$ cat src/rtl/lbam_pkg.sv
package lbam_pkg;

  localparam int unsigned CLK_HZ       = 25_000_000;
  localparam int unsigned MON_CYCLE_MS = 128;
  localparam int unsigned MON_CYCLE_CLKS =
    int'((64'(MON_CYCLE_MS) * 64'(CLK_HZ)) / 64'd1000);

  localparam int unsigned ADDR_W = 7;
  localparam int unsigned DATA_W = 8;
  localparam int unsigned LEVEL_W = 8;
  localparam int unsigned LEAK_W = 2;
  localparam int unsigned RUN_W = 3;

  localparam logic [ADDR_W-1:0] BUCKET_LEAK_PERIOD_SET1_OFS   = 7'h57;
  localparam logic [ADDR_W-1:0] BUCKET_ALARM_RAISE_LEVEL_SET2_OFS = 7'h58;
  localparam logic [ADDR_W-1:0] BUCKET_ALARM_CLEAR_LEVEL_SET2_OFS = 7'h59;
  localparam logic [ADDR_W-1:0] BUCKET_LEAK_PERIOD_SET2_OFS   = 7'h5B;
  localparam logic [ADDR_W-1:0] BUCKET_LEVEL_OFS              = 7'h70;
  localparam logic [ADDR_W-1:0] BUCKET_ALARM_STATE_OFS        = 7'h71;

  localparam int unsigned LEAK_LSB = 0;
  localparam int unsigned ALARM_STATE_BIT = 0;

  localparam logic [LEAK_W-1:0]  BUCKET_LEAK_PERIOD_SET1_RST        = 2'h1;
  localparam logic [LEAK_W-1:0]  BUCKET_LEAK_PERIOD_SET2_RST        = 2'h1;
  localparam logic [LEVEL_W-1:0] BUCKET_ALARM_CLEAR_LEVEL_SET2_RST  = 8'h04;
  localparam logic [LEVEL_W-1:0] BUCKET_ALARM_RAISE_LEVEL_SET2_RST  = 8'h06;
  localparam logic [LEVEL_W-1:0] SET1_RAISE_LEVEL_DEF               = 8'h06;
  localparam logic [LEVEL_W-1:0] SET1_CLEAR_LEVEL_DEF               = 8'h04;

  localparam logic [LEAK_W-1:0] LEAK_EVERY_1 = 2'h0;
  localparam logic [LEAK_W-1:0] LEAK_EVERY_2 = 2'h1;
  localparam logic [LEAK_W-1:0] LEAK_EVERY_4 = 2'h2;
  localparam logic [LEAK_W-1:0] LEAK_EVERY_8 = 2'h3;

endpackage : lbam_pkg

$ cat src/rtl/lbam_cfg_if.sv
`timescale 1ns/1ps
`default_nettype none

interface lbam_cfg_if;
  import lbam_pkg::*;

  logic [LEVEL_W-1:0] raise_level;
  logic [LEVEL_W-1:0] clear_level;
  logic [LEAK_W-1:0]  leak_code;

  modport src (output raise_level, output clear_level, output leak_code);
  modport dst (input raise_level, input clear_level, input leak_code);

endinterface : lbam_cfg_if

`default_nettype wire

$ cat src/rtl/lbam_bucket.sv
`timescale 1ns/1ps
`default_nettype none

module lbam_bucket
  import lbam_pkg::*;
(
  input  wire logic                clk,
  input  wire logic                sys_rst,
  input  wire logic                cycle_end,
  input  wire logic                cycle_bad,
  lbam_cfg_if.dst                  cfg,
  output var  logic [LEVEL_W-1:0]  level,
  output var  logic                alarm
);

  logic [LEVEL_W-1:0] level_reg;
  logic [LEVEL_W-1:0] level_next;
  logic [RUN_W-1:0]   run_reg;
  logic [RUN_W-1:0]   run_next;
  logic               alarm_reg;
  logic               alarm_next;

  wire logic [RUN_W-1:0] run_last;
  wire logic             leak_due;
  wire logic             at_top;
  wire logic             at_floor;

  // Code 0..3 gives a quiet run of 1, 2, 4 or 8 cycles per leak.
  assign run_last = RUN_W'((4'h1 << cfg.leak_code) - 4'h1);
  // A run already past the new limit after a leak code change leaks at once.
  assign leak_due = (run_reg >= run_last);
  assign at_top   = (level_reg == {LEVEL_W{1'b1}});
  assign at_floor = (level_reg == '0);

  always_comb
  begin
    level_next = level_reg;
    run_next   = run_reg;
    if (cycle_end)
    begin
      if (cycle_bad)
      begin
        run_next = '0;
        if (!at_top)
        begin
          level_next = level_reg + LEVEL_W'(1);
        end
      end
      else if (leak_due)
      begin
        run_next = '0;
        if (!at_floor)
        begin
          level_next = level_reg - LEVEL_W'(1);
        end
      end
      else
      begin
        run_next = run_reg + RUN_W'(1);
      end
    end
  end

  // The alarm is judged only at cycle ends, whether or not the accumulator moves.
  // A level write or a change of configuration between cycle ends cannot flip it.
  always_comb
  begin
    alarm_next = alarm_reg;
    if (cycle_end)
    begin
      if (level_next >= cfg.raise_level)
      begin
        alarm_next = 1'b1;
      end
      else if (level_next <= cfg.clear_level)
      begin
        alarm_next = 1'b0;
      end
    end
  end

  always_ff @(posedge clk)
  begin
    if (sys_rst)
    begin
      level_reg <= '0;
      run_reg   <= '0;
      alarm_reg <= 1'b0;
    end
    else
    begin
      level_reg <= level_next;
      run_reg   <= run_next;
      alarm_reg <= alarm_next;
    end
  end

  assign level = level_reg;
  assign alarm = alarm_reg;

endmodule : lbam_bucket

`default_nettype wire

$ cat src/rtl/lbam_monitor.sv
// Behaviour
// - The monitored input is judged once per 128 ms cycle and the accumulator moves at its end.
// - Each cycle that saw a failure or erratic flag adds exactly one to the accumulator, which holds at 255.
// - Each unbroken quiet run of 1, 2, 4 or 8 cycles, per the leak code, takes one away unless the count is zero.
// - The inactivity alarm rises when the count reaches the 8-bit raise level in use.
// - A raised alarm drops when the count falls to the 8-bit clear level in use.
// - The second configuration leaks at the rate of its own leak register, apart from the first.
// - Leak codes 00, 01 and 10 give one leak per 128 ms, 256 ms and 512 ms.
`timescale 1ns/1ps
`default_nettype none

module lbam_monitor
  import lbam_pkg::*;
#(
  parameter int unsigned        CYCLE_CLKS  = MON_CYCLE_CLKS,
  parameter logic [LEVEL_W-1:0] SET1_RAISE  = SET1_RAISE_LEVEL_DEF,
  parameter logic [LEVEL_W-1:0] SET1_CLEAR  = SET1_CLEAR_LEVEL_DEF
)
(
  input  wire logic                        clk,
  input  wire logic                        sys_rst,
  input  wire logic                        input_failed,
  input  wire logic                        input_erratic,
  input  wire logic                        use_set2,
  input  wire logic [lbam_pkg::ADDR_W-1:0] reg_addr,
  input  wire logic [lbam_pkg::DATA_W-1:0] reg_wdata,
  input  wire logic                        reg_wr,
  input  wire logic                        reg_rd,
  output var  logic [lbam_pkg::DATA_W-1:0] reg_rdata,
  output var  logic                        reg_rvalid,
  output var  logic                        cycle_end,
  output var  logic [lbam_pkg::LEVEL_W-1:0] bucket_level,
  output var  logic                        inactivity_alarm
);

  if (CYCLE_CLKS < 2)
  begin : g_cycle_check
    $error("CYCLE_CLKS must be at least 2");
  end
  if (SET1_CLEAR >= SET1_RAISE)
  begin : g_level_check
    $error("SET1_CLEAR must lie below SET1_RAISE");
  end

  localparam int unsigned TICK_W = $clog2(CYCLE_CLKS);

  logic [TICK_W-1:0]  tick_reg;
  logic               tick_end_reg;
  logic               bad_seen_reg;
  logic [LEAK_W-1:0]  leak_set1_reg;
  logic [LEAK_W-1:0]  leak_set2_reg;
  logic [LEVEL_W-1:0] raise_set2_reg;
  logic [LEVEL_W-1:0] clear_set2_reg;
  logic [DATA_W-1:0]  rdata_reg;
  logic               rvalid_reg;
  logic [DATA_W-1:0]  rdata_next;

  wire logic              tick_wrap;
  wire logic              bad_now;
  wire logic              cycle_bad;
  wire logic              wr_leak1;
  wire logic              wr_leak2;
  wire logic              wr_raise2;
  wire logic              wr_clear2;
  wire logic [LEVEL_W-1:0] level;
  wire logic              alarm;

  lbam_cfg_if cfg ();

  assign tick_wrap = (tick_reg == TICK_W'(CYCLE_CLKS - 1));
  assign bad_now   = input_failed | input_erratic;
  // A flag seen on the closing clock still counts for the cycle that ends.
  assign cycle_bad = bad_seen_reg | bad_now;

  assign wr_leak1  = reg_wr && (reg_addr == BUCKET_LEAK_PERIOD_SET1_OFS);
  assign wr_leak2  = reg_wr && (reg_addr == BUCKET_LEAK_PERIOD_SET2_OFS);
  assign wr_raise2 = reg_wr && (reg_addr == BUCKET_ALARM_RAISE_LEVEL_SET2_OFS);
  assign wr_clear2 = reg_wr && (reg_addr == BUCKET_ALARM_CLEAR_LEVEL_SET2_OFS);

  // The configuration in use supplies levels and its own leak code.
  assign cfg.raise_level = use_set2 ? raise_set2_reg : SET1_RAISE;
  assign cfg.clear_level = use_set2 ? clear_set2_reg : SET1_CLEAR;
  assign cfg.leak_code   = use_set2 ? leak_set2_reg  : leak_set1_reg;

  always_comb
  begin
    rdata_next = '0;
    case (reg_addr)
      BUCKET_LEAK_PERIOD_SET1_OFS:       rdata_next[LEAK_LSB +: LEAK_W] = leak_set1_reg;
      BUCKET_LEAK_PERIOD_SET2_OFS:       rdata_next[LEAK_LSB +: LEAK_W] = leak_set2_reg;
      BUCKET_ALARM_RAISE_LEVEL_SET2_OFS: rdata_next = raise_set2_reg;
      BUCKET_ALARM_CLEAR_LEVEL_SET2_OFS: rdata_next = clear_set2_reg;
      BUCKET_LEVEL_OFS:                  rdata_next = level;
      BUCKET_ALARM_STATE_OFS:            rdata_next[ALARM_STATE_BIT] = alarm;
      default:                           rdata_next = '0;
    endcase
  end

  always_ff @(posedge clk)
  begin
    if (sys_rst)
    begin
      tick_reg     <= '0;
      tick_end_reg <= 1'b0;
      bad_seen_reg <= 1'b0;
    end
    else
    begin
      tick_reg     <= tick_wrap ? '0 : tick_reg + TICK_W'(1);
      tick_end_reg <= tick_wrap;
      bad_seen_reg <= tick_wrap ? 1'b0 : cycle_bad;
    end
  end

  always_ff @(posedge clk)
  begin
    if (sys_rst)
    begin
      leak_set1_reg  <= BUCKET_LEAK_PERIOD_SET1_RST;
      leak_set2_reg  <= BUCKET_LEAK_PERIOD_SET2_RST;
      raise_set2_reg <= BUCKET_ALARM_RAISE_LEVEL_SET2_RST;
      clear_set2_reg <= BUCKET_ALARM_CLEAR_LEVEL_SET2_RST;
    end
    else
    begin
      if (wr_leak1)  leak_set1_reg  <= reg_wdata[LEAK_LSB +: LEAK_W];
      if (wr_leak2)  leak_set2_reg  <= reg_wdata[LEAK_LSB +: LEAK_W];
      if (wr_raise2) raise_set2_reg <= reg_wdata;
      if (wr_clear2) clear_set2_reg <= reg_wdata;
    end
  end

  always_ff @(posedge clk)
  begin
    if (sys_rst)
    begin
      rdata_reg  <= '0;
      rvalid_reg <= 1'b0;
    end
    else
    begin
      rvalid_reg <= reg_rd;
      if (reg_rd) rdata_reg <= rdata_next;
    end
  end

  lbam_bucket u_bucket (
    .clk       (clk),
    .sys_rst   (sys_rst),
    .cycle_end (tick_wrap),
    .cycle_bad (cycle_bad),
    .cfg       (cfg.dst),
    .level     (level),
    .alarm     (alarm)
  );

  assign reg_rdata        = rdata_reg;
  assign reg_rvalid       = rvalid_reg;
  assign cycle_end        = tick_end_reg;
  assign bucket_level     = level;
  assign inactivity_alarm = alarm;

endmodule : lbam_monitor

`default_nettype wire

$ cat config.mk
export PLATFORM = sky130hd
export DESIGN_NAME = lbam_monitor
export DESIGN_NICKNAME = d
export VERILOG_FILES = /design/src/rtl/lbam_pkg.sv /design/src/rtl/lbam_cfg_if.sv /design/src/rtl/lbam_bucket.sv /design/src/rtl/lbam_monitor.sv
export SDC_FILE = /design/constraint.sdc
export NUM_CORES = 1
export LEC_CHECK = 0
export BUFFER_PORTS_ARGS = -buffer_cell sky130_fd_sc_hd__buf_4
export CAP_MARGIN = 20
export CORE_MARGIN = 5
export CORE_UTILIZATION = 45
export CTS_CLUSTER_SIZE = 25
export DETAILED_ROUTE_END_ITERATION = 16
export PLACE_DENSITY_LB_ADDON = 0.12
export SYNTH_ARGS = -nofsm -noshare
export SYNTH_HDL_FRONTEND = slang
export SYNTH_SLANG_ARGS = --single-unit
$ cat constraint.sdc
create_clock -name clk -period 6.24 [get_ports clk]
set_input_delay 1.248 -clock clk [delete_from_list [all_inputs] [get_ports clk]]
set_output_delay 1.248 -clock clk [all_outputs]
set_load 0.01 [all_outputs]
# Word level (Yosys, flattened, before mapping)
# Cells that the tools add are included.
word_totals:
  reg_bits: 65
  latch_bits: 0
  mem_bits_rw: 0
  rom_bits: 0
  inputBits: 22
  output_inout_bits: 19
  wordCells: 54
  mem_count: 0
op_classes:
  addsub: 5
  mul: 0
  n_div: 0
  n_lt_le_gt_ge: 3
  n_eq_ne: 8
  shift: 1
  muxes: 15
  bitwise: 2
  reduce_logical: 8
op_table:
  columns: ["cell", "n"]
  rows:
  - ["8-bit 2-to-1 mux", 7]
  - ["7-bit == test (second input constant)", 6]
  - ["22-bit by 1-bit adder with 22-bit output (second input constant)", 1]
  - ["22-bit == test (second input constant)", 1]
  - ["6-bit case mux with 3 select lines", 1]
  - ["8-bit by 1-bit adder with 8-bit output (second input constant)", 1]
  - ["8-bit == test (second input constant)", 1]
  - ["8-bit greater-or-equal comparator", 1]
  - ["8-bit <= comparator", 1]
  - ["8-bit zero test", 1]
  - ["8-bit by 1-bit subtractor with 8-bit output (second input constant)", 1]
  - ["3-bit 2-to-1 mux", 2]
  - ["1-bit case mux with 6 select lines", 1]
  - ["1-bit case mux with 5 select lines", 1]
  - ["1-bit logical AND", 4]
  - ["3-bit by 1-bit adder with 3-bit output (second input constant)", 1]
  - ["3-bit greater-or-equal comparator", 1]
  - ["1-bit by 2-bit << shifter with 3-bit output (first input constant)", 1]
  - ["3-bit by 1-bit subtractor with 3-bit output (second input constant)", 1]
  - ["1-bit 2-to-1 mux", 2]
  - ["2-bit 2-to-1 mux", 1]
  - ["1-bit OR", 2]
  - ["2-bit AND reduction", 1]
  - ["2-bit nonzero test", 1]
  - ["2-bit OR reduction", 1]

# Logic depth before layout (Yosys ltp)
# Gate-level depths: netlist of the first run.
logic_depth:
  depth_word: 10
  ltp_mapped: 15
  mapped_depth_nobuf: 14

# Modules after synthesis
# Synthesis of the first run repeated with hierarchy kept, for this count alone.
hier_totals:
  hier_cells: 459
  hier_area_um2: 3833.7
by_module_without_submodules:
  columns: ["mod", "n_inst", "cells_per_inst", "area_each_um2", "seq_area_each_um2"]
  rows:
  - ["lbam_monitor", 1, 277, 2494.9, 1061.0]
  - ["lbam_bucket", 1, 182, 1338.8, 240.2]

# Worst setup path before layout of the first run
# Ideal clock, no wire load.
synth_timing:
  path_type: "input-to-reg"
  startpoint: "input port use_set2"
  endpoint: "register u_bucket.alarm_reg, in the netlist u_bucket.alarm"
  setup_ps: 134
  t_arrival_ps: 4218
  required_time_ps: 6106
  slack_ps: 1888
  cell_stages: 15
  path_buffers: 1
  path_cell_list: "clkbuf_1 > mux2i_1 > or2_2 > ha_1 > nand2_1 > o21ai_1 > nand3_1 > o21ai_0 > a31oi_1 > ha_1 > a2111o_1 > a31oi_1 > o21ai_0 > a21oi_1 > a211oi_1"
synth_via:
  elab_chain_cells: 10
  elab_cells_between_ends: 14
  cone_classes: "add/sub: 1; order compare: 3; shift: 1; mux: 7; reduce/logical: 2"
synth_rtl:
  columns: ["item", "line", "text"]
  rows:
  - ["from (decl)", "lbam_monitor.sv:24", "input wire logic use_set2,"]
  - ["2-bit 2-to-1 mux (*)", "lbam_monitor.sv:83", "assign cfg.leak_code = use_set2 ? leak_set2_reg : leak_set1_reg;"]
  - ["1-bit by 2-bit << shifter with 3-bit output (*)", "lbam_bucket.sv:29", "assign run_last = RUN_W'((4'h1 << cfg.leak_code) - 4'h1);"]
  - ["3-bit by 1-bit subtractor with 3-bit output (*)", "lbam_bucket.sv:29", null]
  - ["3-bit greater-or-equal comparator (*)", "lbam_bucket.sv:31", "assign leak_due = (run_reg >= run_last);"]
  - ["8-bit 2-to-1 mux (*)", "lbam_bucket.sv:49", "else if (leak_due)"]
  - ["8-bit 2-to-1 mux (*)", "lbam_bucket.sv:41", "if (cycle_bad)"]
  - ["8-bit 2-to-1 mux (*)", "lbam_bucket.sv:39", "if (cycle_end)"]
  - ["via u_bucket.level_next[5]", "lbam_bucket.sv:17", "logic [LEVEL_W-1:0] level_next;"]
  - ["8-bit <= comparator / 8-bit greater-or-equal comparator (equally long branches)", "lbam_bucket.sv:75, lbam_bucket.sv:71", null]
  - ["2-bit nonzero test (no source line)", null, null]
  - ["2-bit AND reduction (no source line)", null, null]
  - ["to (signal assigned)", "lbam_bucket.sv:94", "alarm_reg <= alarm_next;"]
  - ["to (decl)", "lbam_bucket.sv:20", "logic alarm_reg;"]
# The timed path passes the listed nets; every way through them passes the cells marked *.
# A chain may end at the register's enable or synchronous reset.

# Worst setup path in the final report of the first run
# Same ends and word-level chain as after synthesis.

==> results of run 1 <==
==> final cells by class <==
cell class                      instances  share of cell area (%)
Multi-Input combinational cell        353                    53.5
Tap cell                              105                    3.03
Clock buffer                           10                    2.95
Timing Repair Buffer                   42                    7.28
Clock inverter                          6                    2.11
Inverter                               13                    1.13
Sequential cell                        65                    30.0
==> cell usage after synthesis (all sizes together) (2+ instances only) <==
cell type	number
dfxtp	65
nor2	58
nand2	42
ha	24
a21oi	20
clkbuf	19
nor3	17
o21ai	17
mux2i	16
nand3	16
xnor2	15
inv	13
nand4	9
nor4	9
a22oi	8
nand2b	8
nor2b	8
buf	7
a211oi	6
a2bb2oi	6
a31oi	6
and2	6
a211o	5
xor2	5
and3	4
and4	4
or3	4
a21o	3
a221oi	3
a2111o	2
a311oi	2
a41oi	2
mux2	2
nand4bb	2
o21a	2
o22ai	2
o2bb2ai	2
or2	2
or3b	2
or4	2
==> worst reg2reg max path: stages, from the launching register on <==
cell and delay (ns):
dfxtp_1 0.41, and4_1 0.27, nand4_1 0.52, or2_0 0.73
or3_1 0.49, and2_1 0.19, ha_1 0.27, nand2b_1 0.09
a31oi_1 0.09, o21ai_0 0.27, a21oi_1 0.11, a211oi_1 0.25
==> where the power goes <==
| part | leakage (µW) | total [µW] | switching, µW | internal (µW) |
|---|---|---|---|---|
| Sequential | 0.000525 | 420 | 2.05 | 418 |
| Clock | 0.000111 | 404 | 177 | 227 |
| Combinational | 0.00108 | 43.6 | 25.2 | 18.4 |
| Total | 0.00172 | 868 | 204 | 664 |
==> worst paths after layout <==
path	from	endpoint	slack, ns	depth (start not counted)
min	tick_reg[0]	tick_reg[0]	0.44	1
max reg2reg	tick_reg[2]	u_bucket.alarm	2.45	11
max	use_set2	u_bucket.alarm	1.78	15
min reg2reg	tick_reg[0]	tick_reg[0]	0.44	1
==> metrics by stage <==
step / setup WS [ns] / std cells
floorplan: 1.89 / 457
global placement: 1.63 / 578
detailed placement: 1.50 / 578
CTS: 1.84 / 594
global route: 1.46 / 594
finish: 1.78 / 594
==> cells by family (layout without fill, tap and decap cells) <==
family,count (synthesis),in the layout
buffers and inverters,39,71
AO/OA/AOI/OAI,94,94
multiplexers,18,18
XOR/XNOR,20,20
flip-flops,65,65
AND/OR/NAND/NOR,197,197
adder cells (fa/ha/maj),24,24
==> metal layers <==
| metal | global-route usage, % | vias to the layer above | routed length, µm |
|---|---|---|---|
| met5 | 0 | - | 0 |
| met4 | 6.34 | 0 | 82 |
| met3 | 4.20 | 8 | 548 |
| met2 | 33.6 | 104 | 4540 |
| met1 | 24.6 | 1569 | 4410 |
| li1 | - | 1713 | - |
==> run_results.csv, run 1 <==
group,metric,value,unit
timing,slew_headroom,24.4,%
power_and_ir_drop,totalPowerFinal,868,µW
die,core_area,8180,µm²
timing,min_period,4.46,ns
route,ant_nets,0,
route,dr_total_vias,3394,
clocking,htreeDepth,3,
route,totalWireLength,9580,µm
run,maxCapViolCount,0,
logic_synthesis,synthAdderAreaFrac,7.98,%
logic_synthesis,yosysSeqAreaShare,34.6,%
setup_path,slowest_stage,"o21ai_1",
timing,clock-skew-final,0.0108,ns
route,first_iter_violations,184,
clocking,cts_buffer_depth,2,
timing,setup_tns,0,ns
logic_synthesis,yosys.area_share.xor_xnor,4.66,%
logic_synthesis,yosysTopAreaCellShare,34.6,%
die,std_cell_rows,33,
global_route,grt-ovfl-total,0,
logic_synthesis,ys_top_cells_by_area,"dfxtp_1 35%, ha_1 8.0%, nor2_1 5.7%",
clocking,cts_tree,"done",
placed_design,routabilityCongestion,0.889,
placed_design,io_buffers,40,
clocking,ctsResizeCount,0,
global_route,grt_max_degree,41,
setup_path,cp_data_arrival_time,4.66,ns
global_route,grt_pass1_vias,3419,
clocking,numCtsBuffers,9,
setup_path,crit_path_start_kind,"primary input",
global_route,groute.usage.overall,19.6,%
die,die_y,101,µm
logic_synthesis,synthCells,457,
layout,fin_area,4330,µm²
logic_synthesis,ys_types,60,
setup_path,cp_num_buf_inv,1,
timing,timing.hold.ws,0.444,ns
setup_path,critPathKind,"in -> reg",
hold_path,min_path_type,"reg -> reg",
die,die_width,101,µm
logic_synthesis,synth_edf_count,0,
timing,slew_violations,0,
placed_design,placedInstanceArea,4110,µm²
route,drt_first_pass_iters,4,
timing,finalHoldViolCount,0,
layout,regArea,1300,µm²
timing,grt_setup_unrepaired,"false",
layout,largest_reg_flops,22,
global_route,antenna_found_initial,0,
setup_path,end_kind,"flop",
clocking,cts-hold-fix-buffers,0,
clocking,cts.sinks,65,
layout,n_antenna_cell,0,
clocking,clkTransAtPathRegs,0.08,ns
logic_synthesis,synthArstFlopShare,0,%
setup_path,cp.required,6.45,ns
power_and_ir_drop,leakagePower,0.00172,µW
global_route,grt_pass1_wl,16100,µm
setup_path,crit_fanout,18,
logic_synthesis,synth_ff_type,"dfxtp_1",
clocking,cts_setup_buffers,0,
route,avgRoutedWirePerCell,16.1,µm
die,dieArea,10300,µm²
logic_synthesis,synth_fp_nets,503,
logic_synthesis,yosys.area.top_type,"dfxtp_1",
logic_synthesis,synth_top_family_by_area,"simple AND/OR/NAND/NOR gates",
die,io_pins,41,
timing,tightest_slew,1.12,ns
placed_design,hpwl,7050,µm
die,initial_core_util,46.0,%
layout,final_common_cell,"dfxtp_1",
logic_synthesis,synthMuxAreaShare,4.86,%
layout,drive_above_1_share,14.3,%
status,status,"completed",
setup_path,path_cells,"buf_4 -> mux2i_1 -> or2_2 -> ha_1 -> nand2_1 -> o21ai_1 -> nand3_1 -> o21ai_0 -> a31oi_1 -> ha_1 -> a2111o_1 -> a31oi_1 -> o21ai_0 -> a21oi_1 -> a211oi_1",
layout,final_cell_mix,"65 x dfxtp_1, 57 x nor2_1, 42 x nand2_1, 42 x buf_4, 24 x ha_1",
logic_synthesis,syn-cell-area,3760,µm²
layout,fin_util,53.0,%
setup_path,cpPeakStageDelay,0.56,ns
layout,area_growth,15.1,%
setup_path,path_delay_family,"compound AO/OA/AOI/OAI gates",
clocking,root_buffer,"clkbuf_8",
timing,fin_crit_sh,71.4,%
route,viasPerCell,5.71,
power_and_ir_drop,p_per_area,200,nW/µm²
route,drc_errors,0,
layout,multiInputGateArea,2310,µm²
timing,max_freq,0.224,GHz
logic_synthesis,yosysWarnings,0,
logic_synthesis,synth.ff_latch_count,65,
clocking,clock_latency,0.34,ns
layout,layout.nets,530,
logic_synthesis,synth-simple-area-share,26.5,%
logic_synthesis,synth_compound_gate_area_share,17.4,%
logic_synthesis,avgSynthCellArea,8.23,µm²
timing,setup-violations-final,0,
layout,fillerInstances,811,
power_and_ir_drop,ir_worst_vdd,165,µV
(Power assumes the default switching activity.)
==> inputs of run 2 (changes only) <==
--- a/config.mk
+++ b/config.mk
@@ -5,6 +5,7 @@
 export SDC_FILE = /design/constraint.sdc
 export NUM_CORES = 1
 export LEC_CHECK = 0
+export ABC_AREA = 1
 export BUFFER_PORTS_ARGS = -buffer_cell sky130_fd_sc_hd__buf_4
 export CAP_MARGIN = 20
 export CORE_MARGIN = 5
==> constraint.sdc (replaced) <==
create_clock -name clk -period 4.4 [get_ports clk]
set_input_delay 0.88 -clock clk [delete_from_list [all_inputs] [get_ports clk]]
set_output_delay 0.88 -clock clk [all_outputs]
set_load 0.01 [all_outputs]
==> run 2 against run 1 <==
Against the previous run:
- design area rose by 5.6%
- register-to-register slack got worse by 1.3 ns
- utilization fell by 0.27 points
- critical path depth rose by 10
- sequential share of layout area fell by 1.6 points
- global-route usage fell by 1.1 points
- cell count rose by 26%
- via count rose by 13%
- clock power rose by 28%
==> run_results.csv, run 2 <==
group,metric,value,unit
status,status,"completed",
route,drt_first_pass_iters,5,
power_and_ir_drop,totalPowerFinal,1180,µW
timing,timing.hold.ws,0.458,ns
power_and_ir_drop,power_frac_comb,5.4,%
setup_path,cpPeakStageDelay,0.32,ns
die,initial_core_util,46.0,%
global_route,antenna_found_initial,0,
die,die_y,104,µm
layout,final_common_cell,"nand2_1",
global_route,grt_pass1_vias,3557,
timing,max_freq,0.280,GHz
timing,slew_headroom,54.6,%
layout,fin_area,4570,µm²
placed_design,placed_cells,731,
layout,area_growth,14.5,%
clocking,cts-hold-fix-buffers,0,
logic_synthesis,yosysTopAreaCellShare,32.6,%
clocking,cts_tree,"done",
logic_synthesis,yosys-top-cells-count,"159 x nand2_1, 68 x inv_1, 66 x nor2_1, 65 x dfxtp_1, 43 x a21oi_1",
global_route,groute.usage.overall,18.6,%
setup_path,critPathKind,"in -> reg",
timing,clock-skew-final,0.0103,ns
setup_path,rr_worst_depth,24,
setup_path,cp.required,4.64,ns
die,die_width,104,µm
setup_path,end_kind,"flop",
setup_path,crit_top_cell,"nand2_1",
global_route,grt_pass1_wl,16800,µm
logic_synthesis,ys_top_cells_by_area,"dfxtp_1 33%, nand2_1 15%, ha_1 7.5%",
route,first_iter_violations,182,
die,std_cell_rows,34,
power_and_ir_drop,sw_frac_of_total,23.8,%
layout,drive_above_1_share,14.9,%
logic_synthesis,synth.ff_latch_count,65,
clocking,cts_buffer_depth,2,
logic_synthesis,syn-cell-area,4000,µm²
timing,tightest_slew,0.680,ns
setup_path,crit_fanout,16,
setup_path,cp_num_buf_inv,3,
setup_path,cp_data_arrival_time,3.81,ns
die,io_pins,41,
timing,min_period,3.57,ns
setup_path,worstReg2RegEnd,"u_bucket.alarm",
timing,fin_crit_sh,81.1,%
route,dr_total_vias,3820,
setup_path,slowest_stage,"ha_1",
die,core_area,8680,µm²
route,drc_errors,0,
power_and_ir_drop,power.clock.fraction,43.9,%
layout,largest_reg_flops,22,
timing,grt_setup_unrepaired,"false",
setup_path,crit_path_start_kind,"primary input",
logic_synthesis,avgSynthCellArea,6.71,µm²
logic_synthesis,yosysSeqAreaShare,32.6,%
layout,n_antenna_cell,0,
power_and_ir_drop,p_int,896,µW
logic_synthesis,synth_fp_nets,641,
power_and_ir_drop,pwr-share-seq,50.7,%
placed_design,routabilityCongestion,0.892,
power_and_ir_drop,ir_worst_vdd,246,µV
hold_path,min_path_type,"reg -> reg",
timing,finalHoldViolCount,0,
logic_synthesis,synth_edf_count,0,
hold_path,worstHoldEndpoint,"tick_reg[21]",
run,maxCapViolCount,0,
power_and_ir_drop,power.switching,281,µW
logic_synthesis,synth_ff_type,"dfxtp_1",
clocking,cts_setup_buffers,0,
hold_path,worstHoldPathCells,2,
clocking,htreeDepth,3,
hold_path,min_from,"tick_reg[21]",
die,dieArea,10900,µm²
route,avgRoutedWirePerCell,13.4,µm
clocking,ctsResizeCount,0,
clocking,cts.sinks,65,
power_and_ir_drop,p_per_area,257,nW/µm²
logic_synthesis,synthArstFlopShare,0,%
logic_synthesis,ys_types,40,
clocking,clock_latency,0.35,ns
logic_synthesis,yosys.area.top_type,"dfxtp_1",
layout,instances_no_fill,747,
global_route,grt_max_degree,28,
timing,setup_tns,0,ns
route,viasPerCell,5.11,
clocking,root_buffer,"clkbuf_8",
route,totalWireLength,10000,µm
logic_synthesis,synthCells,595,
setup_path,r2r_start,"leak_set2_reg[1]",
logic_synthesis,yosysMostFrequentCell,"nand2_1",
route,ant_nets,0,
setup_path,path_delay_family,"simple AND/OR/NAND/NOR gates",
global_route,grt-ovfl-total,0,
power_and_ir_drop,leakagePower,0.00204,µW
logic_synthesis,yosysWarnings,0,
placed_design,placedInstanceArea,4380,µm²
layout,layout.nets,680,
timing,slew_violations,0,
placed_design,hpwl,7760,µm
placed_design,io_buffers,40,
setup_path,reg2reg_slack,1.18,ns
clocking,clkTransAtPathRegs,0.07,ns
clocking,numCtsBuffers,9,
layout,fillerInstances,893,
layout,final_cell_mix,"159 x nand2_1, 68 x inv_1, 66 x nor2_1",
timing,setup-violations-final,0,
-- run 2: worst reg2reg max path: cells and delay by family (launching register included) --
kind	cells	cell delay (ns)
buf+inv	2	0.10
fa+ha+maj	2	0.61
simple gates	18	1.81
compound gates	2	0.24
flops	1	0.34
-- run 2: cells by family (layout without fill, tap and decap cells) --
group / after synthesis / in the layout / synth area share (%)
buffers and inverters: 89 / 133 / 8.74
and+or+nand+nor: 314 / 314 / 35.9
xor gates and xnor gates: 8 / 8 / 1.94
AOI/OAI and AO/OA: 95 / 95 / 13.3
adders and majority gates: 24 / 24 / 7.52
DFF: 65 / 65 / 32.6
-- run 2: worst max-delay path by stage --
| stage | startpoint | cells after the start | slack [ns] | to |
|---|---|---|---|---|
| 2_1_floorplan | use_set2 | 23 | 1.01 | u_bucket.alarm |
| 3_3_place_gp | use_set2 | 24 | 0.64 | u_bucket.alarm |
| 3_5_place_dp | use_set2 | 25 | 0.51 | u_bucket.alarm |
| 4_1_cts | use_set2 | 25 | 0.87 | u_bucket.alarm |
| 5_1_grt | use_set2 | 22 | 0.48 | u_bucket.alarm |
| 6_report | use_set2 | 25 | 0.83 | u_bucket.alarm |
-- run 2: per-layer routing --
layer	wire [µm]	global-route usage, %
met1	5110	26.5
met2	4330	27.5
met3	455	4.03
met4	119	6.38
met5	0	0
-- run 2: layout make-up --
type | count | area, µm² | area share [%]
Inverter | 76 | 288 | 6.29
Clock buffer | 12 | 145 | 3.17
Clock inverter | 4 | 51.3 | 1.12
Timing Repair Buffer | 41 | 308 | 6.73
Tap cell | 108 | 135 | 2.95
Sequential cell | 65 | 1300 | 28.5
Multi-Input combinational cell | 441 | 2340 | 51.3
-- run 2: per-stage QoR --
step	worst slack (ns)	utilization [%]
after floorplan	1.01	-
after global placement	0.643	50.4
after detailed placement	0.513	50.4
after CTS	0.866	52.7
after global routing	0.480	52.7
final	0.829	52.7
-- run 2: power groups by stage --
stage               sequential, µW  combinational (µW)  clock, µW
detailed placement             610                63.8          0
CTS                            597                63.8        528
global placement               610                62.6          0
global route                   597                71.5        562
finish                         597                63.7        517
floorplan                      610                33.2          0
